### config.mk
export PLATFORM = sky130hd
export DESIGN_NAME = fpds_special
export DESIGN_NICKNAME = d
export VERILOG_FILES = /design/src/shared/fpds_pkg.sv /design/src/verilog/fpds_classify.sv /design/src/verilog/fpds_special.sv
export SDC_FILE = /design/constraint.sdc
export NUM_CORES = 1
export LEC_CHECK = 0
export BUFFER_PORTS_ARGS = -buffer_cell sky130_fd_sc_hd__buf_4
export CAP_MARGIN = 10
export CORE_AREA = 10 10 175 177
export CTS_BUF_LIST = sky130_fd_sc_hd__clkbuf_4 sky130_fd_sc_hd__clkbuf_8 sky130_fd_sc_hd__clkbuf_16
export CTS_CLUSTER_SIZE = 25
export DETAILED_ROUTE_END_ITERATION = 6
export DIE_AREA = 0 0 185 187
export PLACE_DENSITY = 0.69
export SLEW_MARGIN = 30
export SYNTH_ARGS = -nofsm -noshare
export SYNTH_HDL_FRONTEND = slang
export SYNTH_HIERARCHICAL = 1
export SYNTH_SLANG_ARGS = --single-unit
### constraint.sdc
create_clock -name clk_sys -period 2.1 [get_ports clk_sys]
set_input_delay 0.105 -clock clk_sys [delete_from_list [all_inputs] [get_ports clk_sys]]
set_output_delay 0.105 -clock clk_sys [all_outputs]
set_load 0.01 [all_outputs]
### src/shared/fpds_pkg.sv
// Constants, types and operand classes for the double special-case block.
// Assumes a 64-bit double held as a pair register, high word in bits 63:32.
// Notes on behaviour
// - A double whose high word is zero but for the sign, with a nonzero low word, is class A.
// - A double with zero exponent and nonzero upper 20 fraction bits is class B.
// - A double whose high word is 7ff00000 or fff00000 and whose low word is nonzero is class C.
// - With flush mode set, any denormal input of the four operations acts as zero at full rate.
// - With flush mode clear, a divide with a denormal never yields a spurious zero or infinity.
// - Divide of denormal by denormal, or of zero by denormal, raises the FPU error trap.
// - With flush clear, denormal times infinity, in either order, raises the FPU error trap.
// - A class C NaN paired with a denormal writes the default quiet NaN in all four operations.
// - When the FPU error trap is taken, the destination pair register is not written.
// - Round toward zero never exceeds the exact magnitude and stays within one last-place unit.
// - The round-toward-zero path carries no excess above the exact magnitude at all.
// - Zero divisor, denormal dividend, trap enabled: divide-by-zero trap and no write.
// - Zero divisor, denormal dividend, trap disabled: a signed infinity is written.
package fpds_pkg;

	localparam int          SIGN_BIT      = 63;
	localparam int          EXP_MSB       = 62;
	localparam int          EXP_LSB       = 52;
	localparam int          RTZ_GUARD_W   = 8;
	localparam logic [10:0] EXP_ONES      = 11'h7ff;
	localparam logic [30:0] QNAN_C_HI     = 31'h7ff00000;
	localparam logic [63:0] QNAN_DEFAULT  = 64'h7ff7ffff_ffffffff;
	localparam logic [62:0] INF_MAG       = 63'h7ff00000_00000000;
	localparam logic [63:0] DATA_RST      = 64'h0;

	// Operations handled by the block
	typedef enum logic [1:0] {
		OP_DIVIDE,
		OP_ADD,
		OP_SUBTRACT,
		OP_MULTIPLY
	} fpds_op_t;

	// Outcome chosen at issue
	typedef enum logic [2:0] {
		KIND_ARITH,
		KIND_QNAN,
		KIND_INF,
		KIND_TRAP_DZ,
		KIND_TRAP_FPU
	} fpds_kind_t;

	// Operand classes
	typedef struct packed {
		logic zero;
		logic inf;
		logic nan;
		logic den;
		logic den_a;
		logic den_b;
		logic qnan_c;
	} fpds_cls_t;

	// Decision carried to the next stage
	typedef struct packed {
		fpds_kind_t  kind;
		logic        wr_en;
		logic [63:0] data;
	} fpds_dec_t;

endpackage : fpds_pkg

### src/verilog/fpds_classify.sv
// Operand classifier for one double pair register.
// Purely combinational; the caller registers anything it drives out.
module fpds_classify (
	input  wire logic [63:0]      operand,
	output fpds_pkg::fpds_cls_t   cls
);

	logic [31:0] hi;
	logic [31:0] lo;
	logic [10:0] expo;
	logic        frac_nz;

	assign hi      = operand[63:32];
	assign lo      = operand[31:0];
	assign expo    = operand[fpds_pkg::EXP_MSB:fpds_pkg::EXP_LSB];
	assign frac_nz = (operand[51:0] != 52'h0);

	assign cls.den_a  = (hi[30:0] == 31'h0) && (lo != 32'h0);
	assign cls.den_b  = (hi[30:20] == 11'h0) && (hi[19:0] != 20'h0);
	assign cls.qnan_c = (hi[30:0] == fpds_pkg::QNAN_C_HI) && (lo != 32'h0);

	// General classes; a denormal is either class A or class B
	assign cls.den  = cls.den_a || cls.den_b;
	assign cls.zero = (expo == 11'h0) && !frac_nz;
	assign cls.inf  = (expo == fpds_pkg::EXP_ONES) && !frac_nz;
	assign cls.nan  = (expo == fpds_pkg::EXP_ONES) && frac_nz;

endmodule : fpds_classify

### src/verilog/fpds_special.sv
// Special-case selection for double divide, add, subtract and multiply.
// Assumes the arithmetic unit takes the flushed operands one cycle after issue
// and writes the destination itself when the decision is KIND_ARITH.
module fpds_special #(
	parameter int GW = fpds_pkg::RTZ_GUARD_W
) (
	input  wire logic                 clk_sys,
	input  wire logic                 srst,
	input  wire logic                 issue_valid,
	input  wire fpds_pkg::fpds_op_t   issue_op,
	input  wire logic [63:0]          source_pair_register,
	input  wire logic [63:0]          dest_pair_register,
	input  wire logic                 denormal_flush_mode,
	input  wire logic                 dz_enable,
	input  wire logic                 rtz_valid,
	input  wire logic [63+GW:0]       rtz_exact,
	output logic                      dec_valid_q,
	output fpds_pkg::fpds_kind_t      dec_kind_q,
	output logic                      dec_wr_en_q,
	output logic [63:0]               dec_data_q,
	output logic                      divide_by_zero_signal_q,
	output logic                      fpu_error_q,
	output logic [63:0]               op_src_q,
	output logic [63:0]               op_dst_q,
	output logic                      rtz_valid_q,
	output logic [63:0]               rtz_result_q
);

	////////////////////////////////////////////////////////////////////////////////
	// Classification

	logic [63:0]         opnd [2];
	fpds_pkg::fpds_cls_t cls  [2];
	fpds_pkg::fpds_cls_t cm;
	fpds_pkg::fpds_cls_t cn;
	logic [63:0]         flushed [2];

	assign opnd[0] = source_pair_register;
	assign opnd[1] = dest_pair_register;

	// both operands classified in the issue cycle
	for (genvar i = 0; i < 2; i++) begin : g_cls
		fpds_classify u_cls (
			.operand (opnd[i]),
			.cls     (cls[i])
		);
		// denormal replaced by signed zero under flush
		assign flushed[i] = (denormal_flush_mode && cls[i].den) ?
			{opnd[i][fpds_pkg::SIGN_BIT], 63'h0} : opnd[i];
	end

	assign cm = cls[0];
	assign cn = cls[1];

	////////////////////////////////////////////////////////////////////////////////
	// Decision

	fpds_pkg::fpds_dec_t dec_d;
	logic                any_den;
	logic                is_div;
	logic                is_mul;
	logic                res_sign;

	assign any_den  = cm.den || cn.den;
	assign is_div   = (issue_op == fpds_pkg::OP_DIVIDE);
	assign is_mul   = (issue_op == fpds_pkg::OP_MULTIPLY);
	assign res_sign = source_pair_register[fpds_pkg::SIGN_BIT] ^
		dest_pair_register[fpds_pkg::SIGN_BIT];

	// Priority selection of the special outcome
	always_comb begin
		dec_d.kind  = fpds_pkg::KIND_ARITH;
		dec_d.wr_en = 1'b0;
		dec_d.data  = fpds_pkg::DATA_RST;
		if (any_den && !denormal_flush_mode) begin
			if ((cm.qnan_c && cn.den) || (cn.qnan_c && cm.den)) begin
				dec_d.kind  = fpds_pkg::KIND_QNAN;
				dec_d.wr_en = 1'b1;
				dec_d.data  = fpds_pkg::QNAN_DEFAULT;
			end else if (is_div && cn.den && cm.zero) begin
				// trap or infinity on zero divisor
				if (dz_enable) begin
					dec_d.kind = fpds_pkg::KIND_TRAP_DZ;
				end else begin
					dec_d.kind  = fpds_pkg::KIND_INF;
					dec_d.wr_en = 1'b1;
					dec_d.data  = {res_sign, fpds_pkg::INF_MAG};
				end
			end else if (is_div && cm.den && (cn.den || cn.zero || cn.inf)) begin
				dec_d.kind = fpds_pkg::KIND_TRAP_FPU;
			end else if (is_mul && ((cm.den && cn.inf) || (cn.den && cm.inf))) begin
				dec_d.kind = fpds_pkg::KIND_TRAP_FPU;
			end else if (cm.nan || cn.nan) begin
				dec_d.kind = fpds_pkg::KIND_TRAP_FPU;
			end
		end
	end

	////////////////////////////////////////////////////////////////////////////////
	// Decision registers

	// Valid follows issue by one cycle
	always_ff @(posedge clk_sys) begin
		if (srst) begin
			dec_valid_q <= 1'b0;
		end else begin
			dec_valid_q <= issue_valid;
		end
	end

	// traps never raise the write enable
	always_ff @(posedge clk_sys) begin
		if (srst || !issue_valid) begin
			dec_kind_q              <= fpds_pkg::KIND_ARITH;
			dec_wr_en_q             <= 1'b0;
			dec_data_q              <= fpds_pkg::DATA_RST;
			divide_by_zero_signal_q <= 1'b0;
			fpu_error_q             <= 1'b0;
		end else begin
			dec_kind_q              <= dec_d.kind;
			dec_wr_en_q             <= dec_d.wr_en;
			dec_data_q              <= dec_d.data;
			divide_by_zero_signal_q <= (dec_d.kind == fpds_pkg::KIND_TRAP_DZ);
			fpu_error_q             <= (dec_d.kind == fpds_pkg::KIND_TRAP_FPU);
		end
	end

	// flushed operands to the arithmetic unit
	always_ff @(posedge clk_sys) begin
		if (srst) begin
			op_src_q <= fpds_pkg::DATA_RST;
			op_dst_q <= fpds_pkg::DATA_RST;
		end else if (issue_valid) begin
			op_src_q <= flushed[0];
			op_dst_q <= flushed[1];
		end
	end

	////////////////////////////////////////////////////////////////////////////////
	// Round toward zero

	// no excess above the exact magnitude
	always_ff @(posedge clk_sys) begin
		if (srst) begin
			rtz_valid_q  <= 1'b0;
			rtz_result_q <= fpds_pkg::DATA_RST;
		end else begin
			rtz_valid_q <= rtz_valid;
			if (rtz_valid) begin
				rtz_result_q <= {rtz_exact[63+GW], rtz_exact[62+GW:GW]};
			end
		end
	end

	////////////////////////////////////////////////////////////////////////////////
	// Checks

	logic [62+GW:0] rtz_back;
	assign rtz_back = {rtz_result_q[62:0], {GW{1'b0}}};

	chk_qnan_write: assert property (@(posedge clk_sys) disable iff (srst)
		issue_valid && !denormal_flush_mode && ((cm.qnan_c && cn.den) || (cn.qnan_c && cm.den))
		|=> dec_wr_en_q && (dec_data_q == fpds_pkg::QNAN_DEFAULT) && !fpu_error_q)
		else $error("qnan with denormal did not write default qnan");

	chk_div_den_trap: assert property (@(posedge clk_sys) disable iff (srst)
		issue_valid && !denormal_flush_mode && is_div && cm.den && (cn.den || cn.zero)
		&& !cn.qnan_c |=> fpu_error_q && !dec_wr_en_q)
		else $error("denormal divisor did not trap");

	chk_mul_inf_trap: assert property (@(posedge clk_sys) disable iff (srst)
		issue_valid && !denormal_flush_mode && is_mul
		&& ((cm.den && cn.inf) || (cn.den && cm.inf)) |=> fpu_error_q && !dec_wr_en_q)
		else $error("denormal times infinity did not trap");

	chk_dz_trap: assert property (@(posedge clk_sys) disable iff (srst)
		issue_valid && !denormal_flush_mode && is_div && cn.den && cm.zero && dz_enable
		|=> divide_by_zero_signal_q && !dec_wr_en_q)
		else $error("zero divisor did not take divide by zero");

	chk_dz_inf: assert property (@(posedge clk_sys) disable iff (srst)
		issue_valid && !denormal_flush_mode && is_div && cn.den && cm.zero && !dz_enable
		|=> dec_wr_en_q && (dec_data_q == {$past(res_sign), fpds_pkg::INF_MAG}))
		else $error("zero divisor did not write signed infinity");

	chk_trap_nowrite: assert property (@(posedge clk_sys) disable iff (srst)
		(fpu_error_q || divide_by_zero_signal_q) |-> !dec_wr_en_q && dec_valid_q)
		else $error("trap with destination write");

	chk_flush_zero: assert property (@(posedge clk_sys) disable iff (srst)
		issue_valid && denormal_flush_mode && cm.den
		|=> (op_src_q[62:0] == 63'h0) && !fpu_error_q && (dec_kind_q == fpds_pkg::KIND_ARITH))
		else $error("flush mode did not zero a denormal");

	chk_issue_latency: assert property (@(posedge clk_sys) disable iff (srst)
		issue_valid |=> dec_valid_q ##1 (dec_valid_q == $past(issue_valid)))
		else $error("decision not one cycle after issue");

	chk_rtz_bound: assert property (@(posedge clk_sys) disable iff (srst)
		rtz_valid |=> (rtz_back <= $past(rtz_exact[62+GW:0]))
		&& (($past(rtz_exact[62+GW:0]) - rtz_back) < (64'h1 << GW)))
		else $error("round toward zero out of bounds");

	chk_den_no_spurious: assert property (@(posedge clk_sys) disable iff (srst)
		issue_valid && !denormal_flush_mode && is_div && cm.den && (cn.den || cn.zero || cn.inf)
		|=> (dec_kind_q == fpds_pkg::KIND_TRAP_FPU) && !dec_wr_en_q)
		else $error("denormal divisor gave a zero or infinity");

	chk_nan_den_trap: assert property (@(posedge clk_sys) disable iff (srst)
		issue_valid && !denormal_flush_mode && any_den && (cm.nan || cn.nan)
		&& !cm.qnan_c && !cn.qnan_c |=> fpu_error_q && !dec_wr_en_q)
		else $error("denormal with other nan did not trap");

	cov_qnan: cover property (@(posedge clk_sys) dec_kind_q == fpds_pkg::KIND_QNAN);
	cov_dz:   cover property (@(posedge clk_sys) divide_by_zero_signal_q);
	cov_fpu:  cover property (@(posedge clk_sys) fpu_error_q);
	cov_inf:  cover property (@(posedge clk_sys) dec_kind_q == fpds_pkg::KIND_INF);

endmodule : fpds_special
==> summary.md, run 1 <==
| Metric | Value |
|---|---|
| Drt first-iter violations | `331` |
| CTS sink cnt | `202` |
| Fmax | `0.501 GHz` |
| Synthesized net count | `1133` |
| Gr usage total | `0.194` |
| Syn avg cell area | `8.85 sq um` |
| Hpwl dp | `24.2 mm` |
| # port buffers | `462` |
| Remaining global-route overflow | `0` |
| Max-slew violations | `0` |
| Reg2Reg Depth | `3` |
| Net switching power | `0.00252 W` |
| # DRC | `0` |
| Die area | `34600 sq um` |
| Max clock buf depth | `3` |
| Yosys warns | `6` |
| Flop pwr share | `0.418` |
| R2r setup slk | `0.90 ns` |
| Most frequent CP cell | `buf_4` |
| First-pass GRT wire length | `54.3 mm` |
| Layout cells sized above 1 | `0.372` |
| Worst min-delay path class | `in2reg` |
| CTS clock-pin slew for the worst setup and hold paths | `0.06 ns` |
| RR Startpoint | `rtz_result_q[0]` |
| Hold Crit Start | `issue_valid` |
| Fin Clk Skew | `0 ns` |
| Combinational power share | `0.183` |
| Max rail drop VDD | `0.519 mV` |
| DIE HEIGHT | `187 um` |
| Fill count | `2208` |
| Worst path depth | `9` |
| Antenna viol nets, final | `0` |
| CTS Buf Count | `23` |
| Placer Congestion | `0.897` |
| Final Util | `0.546` |
| Dpl cells | `1667` |
| Arrival @ worst endpoint | `2.42 ns` |
| Chip width | `185 um` |
| CP required | `2.52 ns` |
| Initial antenna violation count | `2` |
| Post-Syn Area | `8190 sq um` |
| Worst setup EP type | `flop` |
| Initial Util | `0.300` |
| Worst-skew pair later-pin latency | `0.50 ns` |
| Tcrit/Tclk final | `0.951` |
| Least-Margin Pin Slew | `0.631 ns` |
| CTS tree | `done` |
| PD cells | `667 nW/um^2` |
| Via/cell ratio | `4.75` |
| Tot Pwr | `0.00995 W` |
| Core Area | `27300 sq um` |
| Worst hold margin | `0.00610 ns` |
| Final Hold Vio Count | `0` |
| Max-slew headroom | `0.579` |
| CP Class | `in2reg` |
| Final setup fails | `0` |
| Max-cap check violation count | `0` |
| Cells after Synth | `925` |
| DR WL/cell | `19.1 um` |
| Switching Share | `0.254` |
| Max incr delay on CP | `0.54 ns` |
| CP cell instances | `dlygate4sd3_1, buf_4, nor4_4, nand4_1, buf_4, nor4b_4, nand4bb_1, nor4_2, nor3b_2` |
| Final WL | `36.4 mm` |
| Crit path launch type | `input port` |
| Slowest CP cell | `dlygate4sd3_1` |
| Int Pwr | `0.00743 W` |
| Leak | `6.91 nW` |
| 1st-pass router iterations | `4` |
| Reg2reg end | `rtz_result_q[0]` |
| Buf/Inv on CP | `3` |
| H-tree Lvls | `1` |
| Largest fanout on the critical path | `2` |
| Minimum clock period | `2.00 ns` |
| Clock root cell | `clkbuf_16` |
| Largest delay contributor family on the critical path | `simple AND/OR/NAND/NOR gates` |
| Site Rows | `61` |
| Clock Power Share | `0.399` |
| Crit path from | `source_pair_register[4]` |
| Net count reported at finish | `1747` |
| Non-filler cells, final | `1902` |
| Status | `finished clean` |
| Vias in the first global route | `9666` |
| I/O Pins | `472` |
| Vias | `9038` |
| Setup ws final | `0.103 ns` |
| Critical path capture point | `dec_data_q[63]` |
| Worst slack, placed | `-0.105 ns` |
| Area Growth Syn to Fin | `82.3%` |
| Largest net degree at the start of global routing | `70` |
repair_timing:
item / in CTS / in global routing
hold endpoints to repair: 199 / 0
gates resized for setup: 0 / 52
hold buffers: 207 / 0
endpoints found under the setup margin: 0 / 131
buffers inserted: 0 / 6
area by class of cell:
cell class	instances	area (sq um)	share of cell area
Timing Repair Buffer	708	5960	0.399
Clock buffer	29	633	0.0424
Tap cell	346	433	0.0290
Antenna cell	2	5.00	0.000335
Sequential cell	202	4040	0.271
Multi-Input combinational cell	603	3740	0.250
Inverter	1	3.75	0.000251
Clock inverter	11	109	0.00729
layer usage:
metal,vias up,share of wire,track usage
li1,4255,-,-
met1,4195,0.37,0.206
met4,0,0.053,0.101
met2,476,0.48,0.328
met5,-,0,0
met3,112,0.10,0.0701
through the flow:
stage | area (sq um) | setup TNS, ns
floorplan | 8190 | 0
global placement | 11900 | -4.38
detailed placement | 11900 | -2.52
CTS | 14700 | 0
global route | 14900 | -0.0558
finish | 14900 | 0
power groups by stage:
stage | clock (W) | sequential (W) | combinational [W]
final | 0.00397 | 0.00416 | 0.00182
after global routing | 0.00423 | 0.00418 | 0.00195
after CTS | 0.00408 | 0.00415 | 0.00176
after detailed placement | 0 | 0.00423 | 0.00144
after global placement | 0 | 0.00422 | 0.00143
after floorplan | 0 | 0.00431 | 0.000472
worst min path at each step:
stage | cells after the start | to | slack (ns)
2_1_floorplan | 1 | dec_data_q[63] | 0.18
3_3_place_gp | 2 | dec_data_q[63] | 0.31
3_5_place_dp | 2 | dec_data_q[63] | 0.31
4_1_cts | 3 | op_src_q[63] | 0.0002
5_1_grt | 3 | op_src_q[63] | 0.05
6_report | 3 | op_src_q[63] | 0.006
cell usage in the layout (no fill, tap or decap), types with 5 or more instances in the layout:
cell             n
buf_4          490
dlygate4sd3_1  203
dfxtp_1        202
nor2_1         197
a21oi_1        129
nor2b_1        127
mux2i_1         66
clkbuf_16       23
nor4_4          13
nor4_2          10
nand4_1          9
buf_12           9
clkinv_2         8
nor4_1           8
nor3_1           5
worst register-to-register path, delay by kind of cell, from the launching register on:
kind                   cells  cell delay (ns)
buffers and inverters      1             0.57
DFF                        1             0.33
muxes                      1             0.13
and+or+nand+nor            1             0.06
state kept, by name, indices dropped and copies added (netlist names):
signal                   flops
dec_data_q                   3
dec_kind_q                   3
dec_valid_q                  1
divide_by_zero_signal_q      1
fpu_error_q                  1
op_dst_q                    64
op_src_q                    64
rtz_result_q                64
rtz_valid_q                  1
No activity file was read; power rests on OpenSTA's default activity.
==> run 2, diff against run 1 <==
--- a/config.mk
+++ b/config.mk
@@ -8,11 +8,12 @@
 export BUFFER_PORTS_ARGS = -buffer_cell sky130_fd_sc_hd__buf_4
 export CAP_MARGIN = 10
 export CORE_AREA = 10 10 175 177
-export CTS_BUF_LIST = sky130_fd_sc_hd__clkbuf_4 sky130_fd_sc_hd__clkbuf_8 sky130_fd_sc_hd__clkbuf_16
+export CTS_BUF_LIST = sky130_fd_sc_hd__clkbuf_16
 export CTS_CLUSTER_SIZE = 25
 export DETAILED_ROUTE_END_ITERATION = 6
 export DIE_AREA = 0 0 185 187
 export PLACE_DENSITY = 0.69
+export SETUP_SLACK_MARGIN = 0.2
 export SLEW_MARGIN = 30
 export SYNTH_ARGS = -nofsm -noshare
 export SYNTH_HDL_FRONTEND = slang
==> run 2 against run 1 <==
Die area stayed put. First-iteration DRC count down 5.1%. Cell count grew 0.84%. Via count shrank 0.86%. Global-route usage is 0.45 points lower. Total power is 1.8% lower. Critical endpoint is now op_src_q[29]. Highest routed layer unchanged.
==> summary.md, run 2 (same netlist as run 1, synthesis figures left out) <==
| Metric | Value |
|---|---|
| Status | `finished clean (unchanged)` |
| CTS sink cnt | `202 (unchanged)` |
| DIE HEIGHT | `187 um (unchanged)` |
| Tcrit/Tclk final | `0.850 (was 0.951)` |
| Fmax | `0.561 GHz (was 0.501 GHz)` |
| Commonest non-fill, non-tap cell in the layout | `buf_4 (unchanged)` |
| Net count reported at finish | `1764 (was 1747)` |
| Largest fanout on the critical path | `23 (was 2)` |
| Final Util | `0.542 (was 0.546)` |
| Gr usage total | `0.189 (was 0.194)` |
| Sequential cell area | `4040 sq um (unchanged)` |
| Drt first-iter violations | `314 (was 331)` |
| Initial Util | `0.300 (unchanged)` |
| Least-Margin Pin Slew | `0.636 ns (was 0.631 ns)` |
| Remaining global-route overflow | `0 (unchanged)` |
| Setup ws final | `0.316 ns (was 0.103 ns)` |
| Leak | `6.96 nW (was 6.91 nW)` |
| Setup repair after global routing missed its margin | `true` |
| Post-detailed-placement cell area | `11900 sq um (unchanged)` |
| Fin Clk Skew | `0 ns (unchanged)` |
| Fill count | `2264 (was 2208)` |
| Area Growth Syn to Fin | `80.9% (was 82.3%)` |
| Initial antenna violation count | `1 (was 2)` |
| Layout cells sized above 1 | `0.363 (was 0.372)` |
| Chip width | `185 um (unchanged)` |
| Max-slew headroom | `0.576 (was 0.579)` |
| CP required | `2.52 ns (about the same)` |
| Core Area | `27300 sq um (unchanged)` |
| Biggest regs | `op_dst_q: 64 flops, op_src_q: 64 flops, rtz_result_q: 64 flops (unchanged)` |
| Max-cap check violation count | `0 (unchanged)` |
| CP Class | `in2reg (unchanged)` |
| Worst-skew pair later-pin latency | `0.50 ns (about the same)` |
| Most frequent cells in the layout | `503 x buf_4, 204 x dlygate4sd3_1, 202 x dfxtp_1 (was 490 x buf_4, 203 x dlygate4sd3_1, 202 x dfxtp_1)` |
| Site Rows | `61 (unchanged)` |
| Worst setup EP type | `flop (unchanged)` |
| Final Hold Vio Count | `0 (unchanged)` |
| Via/cell ratio | `4.67 (was 4.75)` |
| Max clock buf depth | `3 (unchanged)` |
| CTS tree | `done (unchanged)` |
| 1st-pass router iterations | `5 (was 4)` |
| Antenna viol nets, final | `0 (unchanged)` |
| Die area | `34600 sq um (unchanged)` |
| Minimum clock period | `1.78 ns (was 2.00 ns)` |
| Worst slack, placed | `-0.105 ns (unchanged)` |
| Max-slew violations | `0 (unchanged)` |
| Final WL | `35.3 mm (was 36.4 mm)` |
| Final setup fails | `0 (unchanged)` |
| Clock root cell | `clkbuf_16 (unchanged)` |
| DR WL/cell | `18.4 um (was 19.1 um)` |
| Arrival @ worst endpoint | `2.21 ns (was 2.42 ns)` |
| H-tree Lvls | `1 (unchanged)` |
| Placer Congestion | `0.897 (unchanged)` |
| Post-route cell area | `14800 sq um (was 14900 sq um)` |
| PD cells | `660 nW/um^2 (was 667 nW/um^2)` |
| # DRC | `0 (unchanged)` |
| Max rail drop VDD | `0.567 mV (was 0.519 mV)` |
| First-pass GRT wire length | `53.1 mm (was 54.3 mm)` |
| Vias | `8960 (was 9038)` |
| I/O Pins | `472 (unchanged)` |
| Area of the multi-input gates | `3500 sq um (was 3740 sq um)` |
| Worst min-delay path class | `in2reg (unchanged)` |
| # port buffers | `462 (unchanged)` |
| Vias in the first global route | `9494 (was 9666)` |
| Hpwl dp | `24.2 mm (unchanged)` |
| Worst hold margin | `0.0159 ns (was 0.00610 ns)` |
| Largest net degree at the start of global routing | `70 (unchanged)` |
| Crit path launch type | `input port (unchanged)` |
| CTS clock-pin slew for the worst setup and hold paths | `0.05 ns (was 0.06 ns)` |
| Tot Pwr | `0.00977 W (was 0.00995 W)` |
| CTS Buf Count | `23 (unchanged)` |
==> run 2: changes by cell type in the layout (fill, tap and decap cells not counted), sizes merged, moves of 2 or more <==
cell | before | now
clkinv | 8 | 10
buf | 501 | 517
clkbuf | 29 | 24
inv | 2 | 6
==> run 2: worst paths after layout <==
path	from	endpoint	slack (ns)	cells after the start
setup / recovery	source_pair_register[6]	op_src_q[29]	0.32	11
hold / removal	issue_valid	op_src_q[63]	0.02	3
setup reg to reg	rtz_result_q[21]	rtz_result_q[21]	0.92	3
hold reg to reg	rtz_result_q[45]	rtz_result_q[45]	0.49	2
==> run 2: metrics by stage <==
stage / instances / TNS (ns)
3_3_place_gp: 1667 / -4.38
4_1_cts: 1914 / 0
5_1_grt: 1918 / 0
6_report: 1918 / 0
3_5_place_dp: 1667 / -2.52
2_1_floorplan: 925 / 0
==> run 2: power breakdown <==
part	internal, W	switching (W)	total (W)
logic	0.00103	0.000767	0.00180
clock network	0.00223	0.00159	0.00382
registers	0.00404	0.000111	0.00415
==> run 2: final cells by class <==
| type | instances | area share |
|---|---|---|
| multi-input cells | 603 | 0.237 |
| clock inverters | 17 | 0.00887 |
| clock buffers | 23 | 0.0389 |
| flip-flops and latches | 202 | 0.273 |
| repair buffers | 725 | 0.413 |
| inverters | 1 | 0.000253 |
| diodes | 1 | 0.000169 |
| well taps | 346 | 0.0292 |
==> run 2: repair_timing <==
| item | in CTS | in global routing |
|---|---|---|
| endpoints found under the hold margin | 199 | 0 |
| setup buffers | 0 | 2 |
| resized for setup | 0 | 20 |
| endpoints found under the setup margin | 0 | 101 |
| hold buffers | 207 | 0 |
==> run 2: worst max-delay path: stages <==
cell and delay, ns:
dlymetal6s4s_1 0.24, buf_6 0.12, nor4_2 0.30, nand4_1 0.23, buf_4 0.20, nor2_2 0.13
a21oi_2 0.14, a21boi_4 0.29, clkbuf_16 0.26, a21oi_1 0.08, nor2_1 0.09
==> run 2: layer usage <==
| metal | wire, um | global-route usage | up-vias |
|---|---|---|---|
| met2 | 17200 | 0.333 | 425 |
| met4 | 1330 | 0.0738 | 0 |
| met3 | 3860 | 0.0693 | 80 |
| met1 | 13000 | 0.199 | 4166 |
| li1 | - | - | 4289 |
| met5 | 0 | 0 | - |
==> run 3, diff against run 2 <==
==> constraint.sdc (replaced) <==
create_clock -name clk_sys -period 1.8 [get_ports clk_sys]
set_input_delay 0.09 -clock clk_sys [delete_from_list [all_inputs] [get_ports clk_sys]]
set_output_delay 0.09 -clock clk_sys [all_outputs]
set_load 0.01 [all_outputs]
==> run 3 against run 2 <==
First-iteration DRC count increased by 9.6%. Critical path depth fell by 3. Sequential cell count is the same. Combinational power increased by 18%. Die area unchanged. Total power grew 20%. Clock skew stayed put. Critical endpoint is now dec_data_q[63]. Largest power group unchanged. Highest routed layer unchanged.
==> summary.md, run 3 (same netlist as run 1, synthesis figures left out) <==
| Metric | Value |
|---|---|
| Max clock buf depth | `3 (unchanged)` |
| Chip width | `185 um (unchanged)` |
| Worst-skew pair later-pin latency | `0.51 ns (was 0.50 ns)` |
| Leak | `7.02 nW (was 6.96 nW)` |
| Slowest CP cell | `nor4b_2 (was nor4_2)` |
| Commonest non-fill, non-tap cell in the layout | `buf_4 (unchanged)` |
| Initial Util | `0.300 (unchanged)` |
| Arrival @ worst endpoint | `2.05 ns (was 2.21 ns)` |
| Setup repair after global routing missed its margin | `true (unchanged)` |
| Grt peak-use layer | `met2 (unchanged)` |
| Met2 usage | `0.336 (was 0.333)` |
| CTS Buf Count | `23 (unchanged)` |
| CTS tree | `done (unchanged)` |
| CP cell instances | `buf_4, nor4_1, nand4_1, buf_4, nor4b_2, nand4bb_1, nor4_2, nor3b_2 (was dlymetal6s4s_1, buf_6, nor4_2, nand4_1, buf_4, nor2_2, a21oi_2, a21boi_4, clkbuf_16, a21oi_1, nor2_1)` |
| Antenna viol nets, final | `0 (unchanged)` |
| Max incr delay on CP | `0.41 ns (was 0.30 ns)` |
| Max-cap check violation count | `0 (unchanged)` |
| CP required | `2.23 ns (was 2.52 ns)` |
| Clock root cell | `clkbuf_16 (unchanged)` |
| Post-detailed-placement cell area | `12100 sq um (was 11900 sq um)` |
| Post-route cell area | `15000 sq um (was 14800 sq um)` |
| Biggest regs | `op_dst_q: 64 flops, op_src_q: 64 flops, rtz_result_q: 64 flops (unchanged)` |
| Non-filler cells, final | `1939 (was 1918)` |
| Final WL | `35.7 mm (was 35.3 mm)` |
| Net count reported at finish | `1788 (was 1764)` |
| Area Growth Syn to Fin | `83.0% (was 80.9%)` |
| Met3 Track Usage GR | `0.0783 (was 0.0693)` |
| Tot Pwr | `0.0117 W (was 0.00977 W)` |
| Initial antenna violation count | `2 (was 1)` |
| Most frequent CP cell | `buf_4` |
| Dpl cells | `1697 (was 1667)` |
| DR WL/cell | `18.4 um (about the same)` |
| Hold Crit Start | `rtz_valid (was issue_valid)` |
| # port buffers | `462 (unchanged)` |
| Tcrit/Tclk final | `0.899` |
| PD cells | `780 nW/um^2 (was 660 nW/um^2)` |
| Met1 GRT Util | `0.200 (was 0.199)` |
| Status | `finished clean (unchanged)` |
| First-pass GRT wire length | `54.2 mm (was 53.1 mm)` |
| Fin Clk Skew | `0 ns (unchanged)` |
| 1st-pass router iterations | `4 (was 5)` |
| CP Class | `in2reg (unchanged)` |
| Crit path launch type | `input port (unchanged)` |
| Remaining global-route overflow | `0 (unchanged)` |
| Placer Congestion | `0.825 (was 0.897)` |
| Worst hold endpoint | `rtz_result_q[10] (was op_src_q[63])` |
| Largest fanout on the critical path | `2 (was 23)` |
| Core Area | `27300 sq um (unchanged)` |
| Max-slew violations | `0 (unchanged)` |
| Max-slew headroom | `0.403 (was 0.576)` |
| Via/cell ratio | `4.67 (about the same)` |
| Most frequent cells in the layout | `539 x buf_4, 202 x dfxtp_1, 199 x dlygate4sd3_1 (was 503 x buf_4, 204 x dlygate4sd3_1, 202 x dfxtp_1)` |
| R2r setup slk | `0.96 ns (was 0.92 ns)` |
| Vias | `9048 (was 8960)` |
| # DRC | `0 (unchanged)` |
| CTS clock-pin slew for the worst setup and hold paths | `0.06 ns (was 0.05 ns)` |
| Reg2Reg Depth | `3 (unchanged)` |
| Largest delay contributor family on the critical path | `simple AND/OR/NAND/NOR gates (was buffers and inverters)` |
| Layout cells sized above 1 | `0.376 (was 0.363)` |
| Fmax | `0.618 GHz` |
| CTS sink cnt | `202 (unchanged)` |
| Fill count | `2264 (unchanged)` |
| RR Startpoint | `op_dst_q[37] (was rtz_result_q[21])` |
| Worst hold margin | `0.0799 ns (was 0.0159 ns)` |
| Drt first-iter violations | `344 (was 314)` |
| Reg2reg end | `op_dst_q[37] (was rtz_result_q[21])` |
| Hpwl dp | `23.7 mm (was 24.2 mm)` |
| Hold Path Depth | `3 (unchanged)` |
| Die area | `34600 sq um (unchanged)` |
| Max rail drop VDD | `0.757 mV (was 0.567 mV)` |
| Vias in the first global route | `9690 (was 9494)` |
| H-tree Lvls | `1 (unchanged)` |
| Worst min-delay path class | `in2reg (unchanged)` |
| Gr usage total | `0.193 (was 0.189)` |
| Worst path depth | `8 (was 11)` |
| DIE HEIGHT | `187 um (unchanged)` |
| I/O Pins | `472 (unchanged)` |
| Largest net degree at the start of global routing | `164 (was 70)` |
| Least-Margin Pin Slew | `0.895 ns (was 0.636 ns)` |
| Final setup fails | `0 (unchanged)` |
| Worst setup EP type | `flop (unchanged)` |
| Site Rows | `61 (unchanged)` |
| Minimum clock period | `1.62 ns` |
| Final Hold Vio Count | `0 (unchanged)` |
| Buf/Inv on CP | `2 (was 4)` |
run 3: cell types whose count changed in the layout (fill, tap and decap cells not counted), moves of 2 or more:
cell,before,now
buf_4,503,539
clkinv_2,8,2
dlygate4sd3_1,204,199
buf_6,5,2
dlymetal6s4s_1,3,0
a21oi_2,2,0
buf_12,9,7
bufinv_16,2,4
run 3: layout make-up:
| type | count | area [sq um] | share of cell area |
|---|---|---|---|
| Multi-Input combinational cell | 603 | 3510 | 0.234 |
| Sequential cell | 202 | 4040 | 0.270 |
| Antenna cell | 2 | 5.00 | 0.000334 |
| Tap cell | 346 | 433 | 0.0289 |
| Clock buffer | 23 | 576 | 0.0384 |
| Inverter | 1 | 3.75 | 0.000251 |
| Clock inverter | 13 | 161 | 0.0108 |
| Timing Repair Buffer | 749 | 6250 | 0.417 |
run 3: metal layers:
metal  wire length, um  vias to the layer above  share of wire
met3              3940                       84           0.11
met1             13100                     4209           0.37
met5                 0                        -              0
met2             17100                      417           0.48
met4              1480                        0          0.041
li1                  -                     4338              -
run 3: worst max path at each step:
stage / startpoint / to / slack [ns]
5_1_grt: source_pair_register[17] / dec_data_q[61] / 0.16
3_3_place_gp: dest_pair_register[17] / fpu_error_q / -0.48
4_1_cts: dest_pair_register[9] / dec_data_q[63] / 0.21
2_1_floorplan: dest_pair_register[25] / dec_kind_q[2] / 0.21
6_report: source_pair_register[17] / dec_data_q[63] / 0.18
3_5_place_dp: dest_pair_register[17] / op_dst_q[42] / -0.49
run 3: where the power goes:
part           internal (W)  switching (W)  total (W)  leakage, nW
clock network       0.00287        0.00184    0.00471        0.373
registers           0.00472       0.000129    0.00485         1.67
logic               0.00122       0.000904    0.00212         4.99
run 3: what timing repair did:
item,in CTS,in global routing
gates cloned,1,1
buffers inserted,1,2
hold buffers,199,0
pin swaps,1,6
setup endpoints to repair,71,148
resized for setup,2,12
endpoints found under the hold margin,200,0
run 3: through the flow:
step / setup slack [ns] / util / setup TNS [ns]
after detailed placement: -0.493 / 0.442 / -42.53
after global routing: 0.158 / 0.548 / 0
after global placement: -0.481 / 0.442 / -40.02
after CTS: 0.210 / 0.544 / 0
after floorplan: 0.207 / - / 0
final: 0.182 / 0.548 / 0
run 3: tightest hold or removal path, cell delays in order:
cell and delay [ns]:
buf_4 0.23, mux2i_1 0.15, nor2_1 0.07
